**src/core/ctcc_regs.svh**
```systemverilog
// register offsets, field positions and reset values of the counter/timer control block
// assumes: included by the core only, no other dependency
`ifndef CTCC_REGS_SVH
`define CTCC_REGS_SVH

// ****************************************************************
// bank selection in the register pointer low nibble
// ****************************************************************
`define CTCC_BANK_NORMAL     4'h0
`define CTCC_BANK_TIMER      4'hd

// ****************************************************************
// working register offsets inside the timer bank
// ****************************************************************
`define CTCC_OFS_NARROW_CTRL 4'h0
`define CTCC_OFS_COMMON_CTRL 4'h1
`define CTCC_OFS_WIDE_CTRL   4'h2
`define CTCC_OFS_RELOAD_LO   4'h6
`define CTCC_OFS_RELOAD_HI   4'h7
`define CTCC_OFS_CAP16_LO    4'h8
`define CTCC_OFS_CAP16_HI    4'h9
`define CTCC_OFS_CAP8_LO     4'ha
`define CTCC_OFS_CAP8_HI     4'hb

// ****************************************************************
// field positions
// ****************************************************************
`define CTCC_WC_RUN          7
`define CTCC_WC_SINGLE       6
`define CTCC_WC_TIMEOUT      5
`define CTCC_WC_CLK_HI       4
`define CTCC_WC_CLK_LO       3
`define CTCC_WC_CAP_MASK     2
`define CTCC_WC_TO_MASK      1
`define CTCC_WC_P35_SEL      0
`define CTCC_CC_IN_SEL       7
`define CTCC_CC_MEASURE      6
`define CTCC_CC_P36_HI       5
`define CTCC_CC_P36_LO       4
`define CTCC_NC_RUN          7
`define CTCC_NC_P34_SEL      0

// ****************************************************************
// reset values
// ****************************************************************
`define CTCC_RST_BYTE        8'h00
`define CTCC_RST_WORD        16'h0000
`define CTCC_RST_CLK_SEL     2'h0
`define CTCC_RST_PRESC       3'h0

`endif

```
**src/core/ctcc_pkg.sv**
```systemverilog
// types shared by the counter/timer control block
// assumes: nothing beyond the register header
package ctcc_pkg;
    typedef logic [7:0]  ctcc_byte_t;
    typedef logic [3:0]  ctcc_nib_t;
    typedef logic [1:0]  ctcc_clk_sel_t;
    // routing of the shared port 3 bit 6 output
    typedef enum logic [1:0] {
        CTCC_P36_LATCH,
        CTCC_P36_WIDE,
        CTCC_P36_NARROW,
        CTCC_P36_AND
    } ctcc_p36_sel_t;
endpackage

```
**src/core/ctcc_core.sv**
```systemverilog
// control, capture and reload registers of an 8-bit and a 16-bit counter/timer
// assumes: cpu register accesses and pin inputs synchronous to clk_sys, one access per cycle
//
// Behaviour
// - the wide counter runs while its run bit is one, stops on a written zero, reads back its state and clears at reset.
// - in output mode the wide counter reloads at terminal count when single-pass is zero and stops there when it is one.
// - in measurement mode with single-pass set the wide counter captures the first edge only, otherwise every edge.
// - terminal count sets the timeout flag, a written one clears it and a written zero leaves it.
// - a wide capture requests an interrupt only when mask bit 2 is one, which resets to zero.
// - a wide timeout requests an interrupt only when mask bit 1 is one.
// - control bit 0 puts the wide counter output or the port latch on port 3 bit 5, latch by default.
// - writes to the four capture registers are ignored; only capture events load them.
// - the narrow high capture register takes the count measured while the input was high.
// - the narrow low capture register takes the count measured while the input was low.
// - each wide capture puts the high byte of the captured value into the wide high capture register.
// - each wide capture puts the low byte of the captured value into the wide low capture register.
// - edge detection takes its input from port 3 bit 1 or port 2 bit 0.
// - port 3 outputs are steered by common control bits 5:4 and bit 0 of each counter control register.
// - register pointer low nibble 0xd maps the timer registers onto working registers, zero selects the normal file.
// - register pointer high nibble selects the 16-byte working register group.
`include "ctcc_regs.svh"
`timescale 1ns/1ps
`default_nettype none

module ctcc_core #(
    parameter int WIDE_W   = 16,
    parameter int NARROW_W = 8
) (
    // clock and reset
    input  wire logic              clk_sys,
    input  wire logic              reset,
    // register access through the register pointer
    input  wire ctcc_pkg::ctcc_byte_t register_pointer,
    input  wire ctcc_pkg::ctcc_nib_t  reg_addr,
    input  wire logic              reg_wr,
    input  wire logic              reg_rd,
    input  wire ctcc_pkg::ctcc_byte_t reg_wdata,
    output ctcc_pkg::ctcc_byte_t   reg_rdata,
    output logic                   reg_hit,
    // normal register file selection
    output logic                   normal_file_sel,
    output ctcc_pkg::ctcc_byte_t   normal_file_addr,
    // pins
    input  wire logic              port3_bit1_pin,
    input  wire logic              port2_bit0_pin,
    input  wire logic [2:0]        port3_latch_654,
    output logic                   port3_bit4_pin,
    output logic                   port3_bit5_pin,
    output logic                   port3_bit6_pin,
    // interrupt requests
    output logic                   wide_capture_irq,
    output logic                   wide_timeout_irq
);
    import ctcc_pkg::*;

    if (WIDE_W != 16 || NARROW_W != 8) begin : g_width_check
        $error("ctcc_core serves only a 16-bit wide and an 8-bit narrow counter");
    end

    // ****************************************************************
    // helpers
    // ****************************************************************
    // prescale tick: low bits of the free divider all ones
    function automatic logic presc_tick(input logic [2:0] cnt, input ctcc_clk_sel_t sel);
        logic [2:0] mask;
        mask = 3'((4'h1 << sel) - 4'h1);
        return (cnt & mask) == mask;
    endfunction

    // ****************************************************************
    // state
    // ****************************************************************
    logic [WIDE_W-1:0]   wide_cnt_reg,   wide_cnt_next;
    logic                wide_run_reg,   wide_run_next;
    logic                single_reg,     single_next;
    logic                timeout_reg,    timeout_next;
    ctcc_clk_sel_t       clk_sel_reg,    clk_sel_next;
    logic                cap_mask_reg,   cap_mask_next;
    logic                to_mask_reg,    to_mask_next;
    logic                p35_sel_reg,    p35_sel_next;
    ctcc_byte_t          narrow_ctrl_reg, narrow_ctrl_next;
    ctcc_byte_t          common_ctrl_reg, common_ctrl_next;
    ctcc_byte_t          reload_lo_reg,  reload_lo_next;
    ctcc_byte_t          reload_hi_reg,  reload_hi_next;
    ctcc_byte_t          cap16_lo_reg,   cap16_lo_next;
    ctcc_byte_t          cap16_hi_reg,   cap16_hi_next;
    ctcc_byte_t          cap8_lo_reg,    cap8_lo_next;
    ctcc_byte_t          cap8_hi_reg,    cap8_hi_next;
    logic [NARROW_W-1:0] narrow_cnt_reg, narrow_cnt_next;
    logic [2:0]          presc_reg,      presc_next;
    logic                in_prev_reg,    in_prev_next;
    logic                locked_reg,     locked_next;
    logic                wide_out_reg,   wide_out_next;
    logic                narrow_out_reg, narrow_out_next;
    ctcc_byte_t          rdata_reg,      rdata_next;
    logic                p34_reg, p34_next, p35_reg, p35_next, p36_reg, p36_next;
    logic                cap_irq_reg, cap_irq_next, to_irq_reg, to_irq_next;

    // ****************************************************************
    // decode and pin selection
    // ****************************************************************
    logic       bank_timer;
    logic       wr_hit;
    logic       edge_in;
    logic       edge_seen;
    logic       tick;
    logic       terminal;
    logic       measure;
    ctcc_byte_t wide_ctrl_view;

    assign bank_timer       = register_pointer[3:0] == `CTCC_BANK_TIMER;
    assign normal_file_sel  = register_pointer[3:0] == `CTCC_BANK_NORMAL;
    assign normal_file_addr = {register_pointer[7:4], reg_addr};
    assign reg_hit          = bank_timer && (reg_wr || reg_rd);
    assign wr_hit           = bank_timer && reg_wr;
    assign edge_in   = common_ctrl_reg[`CTCC_CC_IN_SEL] ? port2_bit0_pin : port3_bit1_pin;
    assign edge_seen = edge_in != in_prev_reg;                                     // both edges
    assign tick      = presc_tick(presc_reg, clk_sel_reg);
    assign terminal  = wide_run_reg && tick && wide_cnt_reg == `CTCC_RST_WORD;
    assign measure   = common_ctrl_reg[`CTCC_CC_MEASURE];
    assign wide_ctrl_view = {wide_run_reg, single_reg, timeout_reg, clk_sel_reg,
                             cap_mask_reg, to_mask_reg, p35_sel_reg};

    // ****************************************************************
    // next state
    // ****************************************************************
    // one process for all state; hardware sets win over software clears
    always_comb begin
        logic cap_event;
        cap_event        = 1'b0;
        wide_cnt_next    = wide_cnt_reg;
        wide_run_next    = wide_run_reg;
        single_next      = single_reg;
        timeout_next     = timeout_reg;
        clk_sel_next     = clk_sel_reg;
        cap_mask_next    = cap_mask_reg;
        to_mask_next     = to_mask_reg;
        p35_sel_next     = p35_sel_reg;
        narrow_ctrl_next = narrow_ctrl_reg;
        common_ctrl_next = common_ctrl_reg;
        reload_lo_next   = reload_lo_reg;
        reload_hi_next   = reload_hi_reg;
        cap16_lo_next    = cap16_lo_reg;
        cap16_hi_next    = cap16_hi_reg;
        cap8_lo_next     = cap8_lo_reg;
        cap8_hi_next     = cap8_hi_reg;
        narrow_cnt_next  = narrow_cnt_reg;
        locked_next      = locked_reg;
        wide_out_next    = wide_out_reg;
        narrow_out_next  = narrow_out_reg;
        in_prev_next     = edge_in;
        presc_next       = 3'(presc_reg + 3'h1);
        rdata_next       = rdata_reg;

        // software writes; capture registers have no write path
        if (wr_hit) begin
            case (reg_addr)
                `CTCC_OFS_NARROW_CTRL: narrow_ctrl_next = reg_wdata;
                `CTCC_OFS_COMMON_CTRL: common_ctrl_next = reg_wdata;
                `CTCC_OFS_WIDE_CTRL: begin
                    wide_run_next = reg_wdata[`CTCC_WC_RUN];
                    single_next   = reg_wdata[`CTCC_WC_SINGLE];
                    clk_sel_next  = reg_wdata[`CTCC_WC_CLK_HI:`CTCC_WC_CLK_LO];
                    cap_mask_next = reg_wdata[`CTCC_WC_CAP_MASK];
                    to_mask_next  = reg_wdata[`CTCC_WC_TO_MASK];
                    p35_sel_next  = reg_wdata[`CTCC_WC_P35_SEL];
                    if (reg_wdata[`CTCC_WC_TIMEOUT]) begin
                        timeout_next = 1'b0;
                    end
                    // a fresh start loads the reload value and rearms capture
                    if (reg_wdata[`CTCC_WC_RUN] && !wide_run_reg) begin
                        wide_cnt_next = {reload_hi_reg, reload_lo_reg};
                        locked_next   = 1'b0;
                    end
                end
                `CTCC_OFS_RELOAD_LO:   reload_lo_next = reg_wdata;
                `CTCC_OFS_RELOAD_HI:   reload_hi_next = reg_wdata;
                default: ;
            endcase
        end

        // wide counter: down count on prescaled ticks
        if (wide_run_reg && tick) begin
            if (terminal) begin
                timeout_next  = 1'b1;
                wide_out_next = !wide_out_reg;
                if (single_reg && !measure) begin
                    wide_run_next = 1'b0;
                end else begin
                    wide_cnt_next = {reload_hi_reg, reload_lo_reg};
                end
            end else begin
                wide_cnt_next = WIDE_W'(wide_cnt_reg - 16'h0001);
            end
        end

        // wide capture in measurement mode; single pass locks after the first edge
        if (wide_run_reg && measure && edge_seen && !locked_reg) begin
            cap_event     = 1'b1;
            cap16_hi_next = wide_cnt_reg[15:8];
            cap16_lo_next = wide_cnt_reg[7:0];
            wide_cnt_next = {reload_hi_reg, reload_lo_reg};
            locked_next   = single_reg;
        end

        // narrow counter: times each input level, captures on the level change
        if (narrow_ctrl_reg[`CTCC_NC_RUN]) begin
            if (edge_seen) begin
                if (in_prev_reg) begin
                    cap8_hi_next = narrow_cnt_reg;
                end else begin
                    cap8_lo_next = narrow_cnt_reg;
                end
                narrow_cnt_next = `CTCC_RST_BYTE;
                narrow_out_next = !narrow_out_reg;
            end else if (narrow_cnt_reg != 8'hff) begin
                narrow_cnt_next = NARROW_W'(narrow_cnt_reg + 8'h01);               // saturates
            end
        end

        // pins: port latch unless the control bits hand the pin to a counter
        p34_next = narrow_ctrl_reg[`CTCC_NC_P34_SEL] ? narrow_out_reg
                                                     : port3_latch_654[0];
        p35_next = p35_sel_reg ? wide_out_reg : port3_latch_654[1];
        case (ctcc_p36_sel_t'(common_ctrl_reg[`CTCC_CC_P36_HI:`CTCC_CC_P36_LO]))
            CTCC_P36_LATCH:  p36_next = port3_latch_654[2];
            CTCC_P36_WIDE:   p36_next = wide_out_reg;
            CTCC_P36_NARROW: p36_next = narrow_out_reg;
            CTCC_P36_AND:    p36_next = wide_out_reg & narrow_out_reg;
            default:         p36_next = port3_latch_654[2];
        endcase

        // interrupt requests as one-cycle pulses
        cap_irq_next = cap_event && cap_mask_reg;
        to_irq_next  = terminal && to_mask_reg;

        // read data, registered for the cycle after the request
        if (bank_timer && reg_rd) begin
            case (reg_addr)
                `CTCC_OFS_NARROW_CTRL: rdata_next = narrow_ctrl_reg;
                `CTCC_OFS_COMMON_CTRL: rdata_next = common_ctrl_reg;
                `CTCC_OFS_WIDE_CTRL:   rdata_next = wide_ctrl_view;
                `CTCC_OFS_RELOAD_LO:   rdata_next = reload_lo_reg;
                `CTCC_OFS_RELOAD_HI:   rdata_next = reload_hi_reg;
                `CTCC_OFS_CAP16_LO:    rdata_next = cap16_lo_reg;
                `CTCC_OFS_CAP16_HI:    rdata_next = cap16_hi_reg;
                `CTCC_OFS_CAP8_LO:     rdata_next = cap8_lo_reg;
                `CTCC_OFS_CAP8_HI:     rdata_next = cap8_hi_reg;
                default:               rdata_next = `CTCC_RST_BYTE;
            endcase
        end
    end

    // ****************************************************************
    // registers
    // ****************************************************************
    always_ff @(posedge clk_sys) begin
        if (reset) begin
            wide_cnt_reg    <= `CTCC_RST_WORD;
            wide_run_reg    <= 1'b0;
            single_reg      <= 1'b0;
            timeout_reg     <= 1'b0;
            clk_sel_reg     <= `CTCC_RST_CLK_SEL;
            cap_mask_reg    <= 1'b0;
            to_mask_reg     <= 1'b0;
            p35_sel_reg     <= 1'b0;
            narrow_ctrl_reg <= `CTCC_RST_BYTE;
            common_ctrl_reg <= `CTCC_RST_BYTE;
            reload_lo_reg   <= `CTCC_RST_BYTE;
            reload_hi_reg   <= `CTCC_RST_BYTE;
            cap16_lo_reg    <= `CTCC_RST_BYTE;
            cap16_hi_reg    <= `CTCC_RST_BYTE;
            cap8_lo_reg     <= `CTCC_RST_BYTE;
            cap8_hi_reg     <= `CTCC_RST_BYTE;
            narrow_cnt_reg  <= `CTCC_RST_BYTE;
            presc_reg       <= `CTCC_RST_PRESC;
            in_prev_reg     <= 1'b0;
            locked_reg      <= 1'b0;
            wide_out_reg    <= 1'b0;
            narrow_out_reg  <= 1'b0;
            rdata_reg       <= `CTCC_RST_BYTE;
            p34_reg         <= 1'b0;
            p35_reg         <= 1'b0;
            p36_reg         <= 1'b0;
            cap_irq_reg     <= 1'b0;
            to_irq_reg      <= 1'b0;
        end else begin
            wide_cnt_reg    <= wide_cnt_next;
            wide_run_reg    <= wide_run_next;
            single_reg      <= single_next;
            timeout_reg     <= timeout_next;
            clk_sel_reg     <= clk_sel_next;
            cap_mask_reg    <= cap_mask_next;
            to_mask_reg     <= to_mask_next;
            p35_sel_reg     <= p35_sel_next;
            narrow_ctrl_reg <= narrow_ctrl_next;
            common_ctrl_reg <= common_ctrl_next;
            reload_lo_reg   <= reload_lo_next;
            reload_hi_reg   <= reload_hi_next;
            cap16_lo_reg    <= cap16_lo_next;
            cap16_hi_reg    <= cap16_hi_next;
            cap8_lo_reg     <= cap8_lo_next;
            cap8_hi_reg     <= cap8_hi_next;
            narrow_cnt_reg  <= narrow_cnt_next;
            presc_reg       <= presc_next;
            in_prev_reg     <= in_prev_next;
            locked_reg      <= locked_next;
            wide_out_reg    <= wide_out_next;
            narrow_out_reg  <= narrow_out_next;
            rdata_reg       <= rdata_next;
            p34_reg         <= p34_next;
            p35_reg         <= p35_next;
            p36_reg         <= p36_next;
            cap_irq_reg     <= cap_irq_next;
            to_irq_reg      <= to_irq_next;
        end
    end

    // ****************************************************************
    // outputs
    // ****************************************************************
    assign reg_rdata        = rdata_reg;
    assign port3_bit4_pin   = p34_reg;
    assign port3_bit5_pin   = p35_reg;
    assign port3_bit6_pin   = p36_reg;
    assign wide_capture_irq = cap_irq_reg;
    assign wide_timeout_irq = to_irq_reg;

endmodule // ctcc_core

`default_nettype wire

```
**config.mk**
```make
export PLATFORM = sky130hd
export DESIGN_NAME = ctcc_core
export DESIGN_NICKNAME = d
export VERILOG_FILES = /design/src/core/ctcc_pkg.sv /design/src/core/ctcc_core.sv
export VERILOG_INCLUDE_DIRS = /design/src /design/src/core
export SDC_FILE = /design/constraint.sdc
export NUM_CORES = 1
export LEC_CHECK = 0
export BUFFER_PORTS_ARGS = -buffer_cell sky130_fd_sc_hd__buf_2
export CORE_AREA = 2 2 108 162
export DETAILED_ROUTE_END_ITERATION = 16
export DIE_AREA = 0 0 110 164
export SKIP_CTS_REPAIR_TIMING = 1
export SKIP_LAST_GASP = 1
export SYNTH_ARGS = -nofsm -noshare
export SYNTH_HDL_FRONTEND = slang
export SYNTH_SLANG_ARGS = --single-unit
```
**constraint.sdc**
```tcl
create_clock -name clk_sys -period 3.69 [get_ports clk_sys]
set_input_delay 0.369 -clock clk_sys [delete_from_list [all_inputs] [get_ports clk_sys]]
set_output_delay 0.369 -clock clk_sys [all_outputs]
set_load 0.005 [all_outputs]
```
# [Word level (Yosys, flattened, before mapping)]
# Cells that the tools add are included.
[totals] reg_bits=116 latchBits=0 ram_bits=0 mem_bits_ro=0 output_inout_bits=23 memories=0
[op_classes] add_sub_neg=4 mul=0 div_mod_pow=0 n_lt_le_gt_ge=0 eq_ne=15 shift=1 muxes=29 bitwise=3 reduce_logical=37
[op_table] cell="$mux W16" count=7
[op_table] cell="$pmux W8 S9" count=1
[op_table] cell="$eq A4 B4 Y1 const B" count=5
[op_table] cell="$mux W1" count=18
[op_table] cell="$logic_not A16 Y1" count=1
[op_table] cell="$mux W8" count=2
[op_table] cell="$reduce_and A2 Y1" count=8
[op_table] cell="$sub A16 B1 Y16 const B" count=1
[op_table] cell="$logic_and A1 B1 Y1" count=12
[op_table] cell="$reduce_and A3 Y1" count=3
[op_table] cell="$add A8 B1 Y8 const B" count=1
[op_table] cell="$eq A4 B3 Y1 const B" count=2
[op_table] cell="$logic_not A4 Y1" count=2
[op_table] cell="$ne A8 B8 Y1 const B" count=1
[op_table] cell="$reduce_bool A2 Y1" count=4
[op_table] cell="$logic_not A1 Y1" count=5
[op_table] cell="$eq A2 B2 Y1 const B" count=2
[op_table] cell="$eq A4 B1 Y1 const B" count=1
[op_table] cell="$eq A4 B2 Y1 const B" count=1
[op_table] cell="$pmux W1 S4" count=1
[op_table] cell="$add A3 B1 Y3 const B" count=1
[op_table] cell="$and A3 B3 Y3" count=1
[op_table] cell="$eq A3 B3 Y1" count=1
[op_table] cell="$shl A1 B2 Y3 const A" count=1
[op_table] cell="7 further kinds" count=7

# [Longest topological paths before layout]
[logic_depth] ltp_word=9 ltp_mapped=9

# [Least setup slack after synthesis]
# OpenSTA, ideal clock, no wires.
[synth_path] path_type="register to register" start="register wide_cnt_reg[0]" end="register wide_cnt_reg[12]" setup_ns=0.134 t_arrival_ns=2.184 t_required_ns=3.556 setup_slack_ns=1.372 path_stages_with_launch=9 synth_period_minus_slack_ns=2.318 cell_sequence="dfxtp_1 > inv_1 > ha_1 > or4b_4 > or3_4 > nor3_2 > mux2_1 > o21ai_0 > a211oi_1"
[synth_via] elab_chain_len=5 elab_cells_between_ends=6
[synth_rtl] item="start: declaration" line="ctcc_core.sv:73" text="logic [WIDE_W-1:0] wide_cnt_reg, wide_cnt_next;"
[synth_rtl] item="start signal: assignment" line="ctcc_core.sv:259" text="wide_cnt_reg <= `CTCC_RST_WORD;"
[synth_rtl] item="start signal: assignment" line="ctcc_core.sv:288" text="wide_cnt_reg <= wide_cnt_next;"
[synth_rtl] item="parallel branches: the longest is 2 deep, another holds $sub A16 B1 Y16"
[synth_rtl] item="$mux W16 *" line="ctcc_core.sv:184" text="if (terminal) begin"
[synth_rtl] item="$mux W16 *" line="ctcc_core.sv:183" text="if (wide_run_reg && tick) begin"
[synth_rtl] item="$mux W16 *" line="ctcc_core.sv:198" text="if (wide_run_reg && measure && edge_seen && !locked_reg) begin"
# Mark *: on every way between the ends.
# A chain may end at the register's enable or synchronous reset.

# [Worst setup path in the final report]
# Ends and elaborated chain as after synthesis.

==> reports/metrics.csv <==
metric,value,unit
Final min period,2532,ps
Critical R2R Capture,wide_cnt_reg[12]$_SDFF_PP0_,
slew margin rel.,40.15,%
DRT iter0 DRCs,330,
core area,16620,sq um
Synth Instances,684,
layout cells sized above 1,14.29,%
largest net degree at the start of global routing,84,
unrepaired setup endpoints after global routing,no,
fmax,394.9,MHz
Crit. End Element,flip-flop,
residual DRC count,0,
filler cell count,1660,
Syn Nets,716,
CTS tree,built,
max reg flops,16,
ant diodes,0,
clk_lat worst skew,420,ps
Main synth FF type,dfxtp_1,
CTS H-tree lvls,4,
FF-to-FF Start,wide_cnt_reg[0]$_SDFF_PP0_,
Storage cell area,2322,sq um
CP Max Fanout,9,
"commonest cells after routing, fill and taps aside","dfxtp_1 (116), nand2_1 (94), nor2_1 (86)",
Leak,0.002615,uW
total CTS buffers,17,
outcome,"complete, no violations",
Nets,733,
final critical-path share of the clock period,68.63,%
clock buffer depth,2,
Die Wd,110,um
gr usage total,20.67,%
Routed WL per cell,19.44,um
Rows,58,
Worst Hold End,port3_bit5_pin$_SDFF_PP0_,
via count,5178,
Post-Syn Area per Cell,8.393,sq um
ANT nets after route,0,
clk root buf,clkbuf_16,
Power per Cell Area,459.2,nW/um^2
io pins,52,
kind of critical path,flip-flop to flip-flop,
setup TNS,0,ps
TritonRoute pass-1 iters,6,
Netlist cell types,71,
vias in the first global route,5080,
Final Non-Filler Cells,924,
Starting Density,34.54,%
min-delay src,port3_latch_654[1],
Die Y,164,um
Synth Warn #,0,
worst path required time,4030,ps
placed cells,892,
"most common cell after layout, fill and taps aside",dfxtp_1,
number of flops mapped to enable cells by yosys,0,
Final Util,39.91,%
ys async rst share,0,%
Worst Hold Path Cells,3,
maxcap violations,0,
initial antenna violation count,0,
startpoint types,flip-flop,
"reg-to-reg slack, setup",1160,ps
Multi-input gate area,3166,sq um
Hold Fails Final Rpt,0,
worst min path class,input pin to flip-flop,
Sink Count,116,
clock-pin slew on the worst setup and hold paths,60,ps
Max VDD drop,0.0002565,V
Mapped Area,5741,sq um
first-pass GRT wire length,27890,um
Die Area,18040,sq um
final setup violating endpoints,0,
Final Power,3046,uW
actual slew at the worst max-slew pin,897.7,ps
worst reg-to-reg path cell count,8,
CP Data Arrival Time,2870,ps
final wirelength,17970,um
GRT Residual Overflow,0,
Clock Skew,9.831,ps
register area share after synthesis,40.45,%
routability congestion estimate,0.8920,
#FFs+latches synth,116,
"Slew Viols, Final",0,
Buffers on Ports,43,
Layout Area Growth over Synthesis,15.54,%
HPWL after DPL,12940,um
vias per std cell,5.604,
-- worst max-delay path by stage --
stage                                from                          end  slack [ps]
3_3_place_gp                  reg_addr[3]   wide_cnt_reg[2]$_SDFF_PP0_        1130
6_report       wide_cnt_reg[0]$_SDFF_PP0_  wide_cnt_reg[12]$_SDFF_PP0_        1160
2_1_floorplan  wide_cnt_reg[0]$_SDFF_PP0_  wide_cnt_reg[12]$_SDFF_PP0_        1370
4_1_cts        wide_cnt_reg[0]$_SDFF_PP0_  wide_cnt_reg[12]$_SDFF_PP0_        1180
5_1_grt        wide_cnt_reg[0]$_SDFF_PP0_  wide_cnt_reg[12]$_SDFF_PP0_         930
3_5_place_dp                  reg_addr[3]   wide_cnt_reg[5]$_SDFF_PP0_        1140
-- power by group --
part           switching (uW)  total [uW]  internal (uW)  leakage, uW
Sequential               4.26        1260           1260     0.000936
Combinational            82.2         116           33.7      0.00139
Clock                     656        1670           1010     0.000291
-- cells by family (layout without fill, tap and decap cells) --
group	after synthesis	after routing	synth area share, %
compound gates	153	153	17.63
xor+xnor	16	16	2.441
fa+ha+maj	3	3	0.6539
buf+inv	57	87	4.490
flops	116	116	40.45
mux	61	61	10.94
simple gates	278	278	23.39
-- Yosys cell counts, types with 3 or more instances --
cell type	number	area [sq um]
dfxtp_1	116	2322
nand2_1	94	352.8
nor2_1	86	322.8
a21oi_1	56	280.3
mux2i_1	56	560.5
clkbuf_1	38	142.6
nand3_1	23	115.1
a22oi_1	19	142.6
o21ai_0	19	95.09
nor2b_1	13	81.33
a211oi_1	11	82.58
xor2_1	11	96.34
nor3_1	10	50.05
and3_1	9	56.30
buf_4	9	67.56
nand4_1	7	43.79
a22o_1	6	52.55
inv_1	6	22.52
nand2b_1	6	37.54
xnor2_1	5	43.79
a31oi_1	4	25.02
nor3_2	4	40.04
a21o_1	3	22.52
and2_1	3	18.77
ha_1	3	37.54
mux2_2	3	33.78
nor4_1	3	18.77
o211ai_1	3	22.52
o31ai_1	3	22.52
o32a_1	3	30.03
-- cell type report --
cell class,instances,share of cell area (%)
well taps,210,3.962
flip-flops and latches,116,35.01
repair buffers,49,3.962
inverters,6,0.3396
clock inverters,15,2.584
clock buffers,17,6.414
multi-input cells,511,47.73
-- through the flow --
step	worst slack, ps	cell area, sq um	hold WS [ps]
after floorplan	1372	5741	429.7
after global placement	1132	6036	442.3
after detailed placement	1137	6036	446.3
after CTS	1178	6633	173.6
after global routing	933.1	6633	207.1
final	1158	6633	175.8
-- layer usage --
metal	routed length (um)	track usage, %	share of wire [%]
met1	7001	23.19	39
met2	9293	36.11	52
met3	758	3.294	4.2
met4	912	12.08	5.1
met5	0	0	0
-- critical path, stage by stage (launching register included) --
cell and delay [ps]:
dfxtp_1 340, inv_1 80, ha_1 210, or4b_4 540, nor3_4 260, nand4_2 380, nor3b_1 300, o21ai_0 120
a211oi_1 220
(Power assumes the default switching activity.)
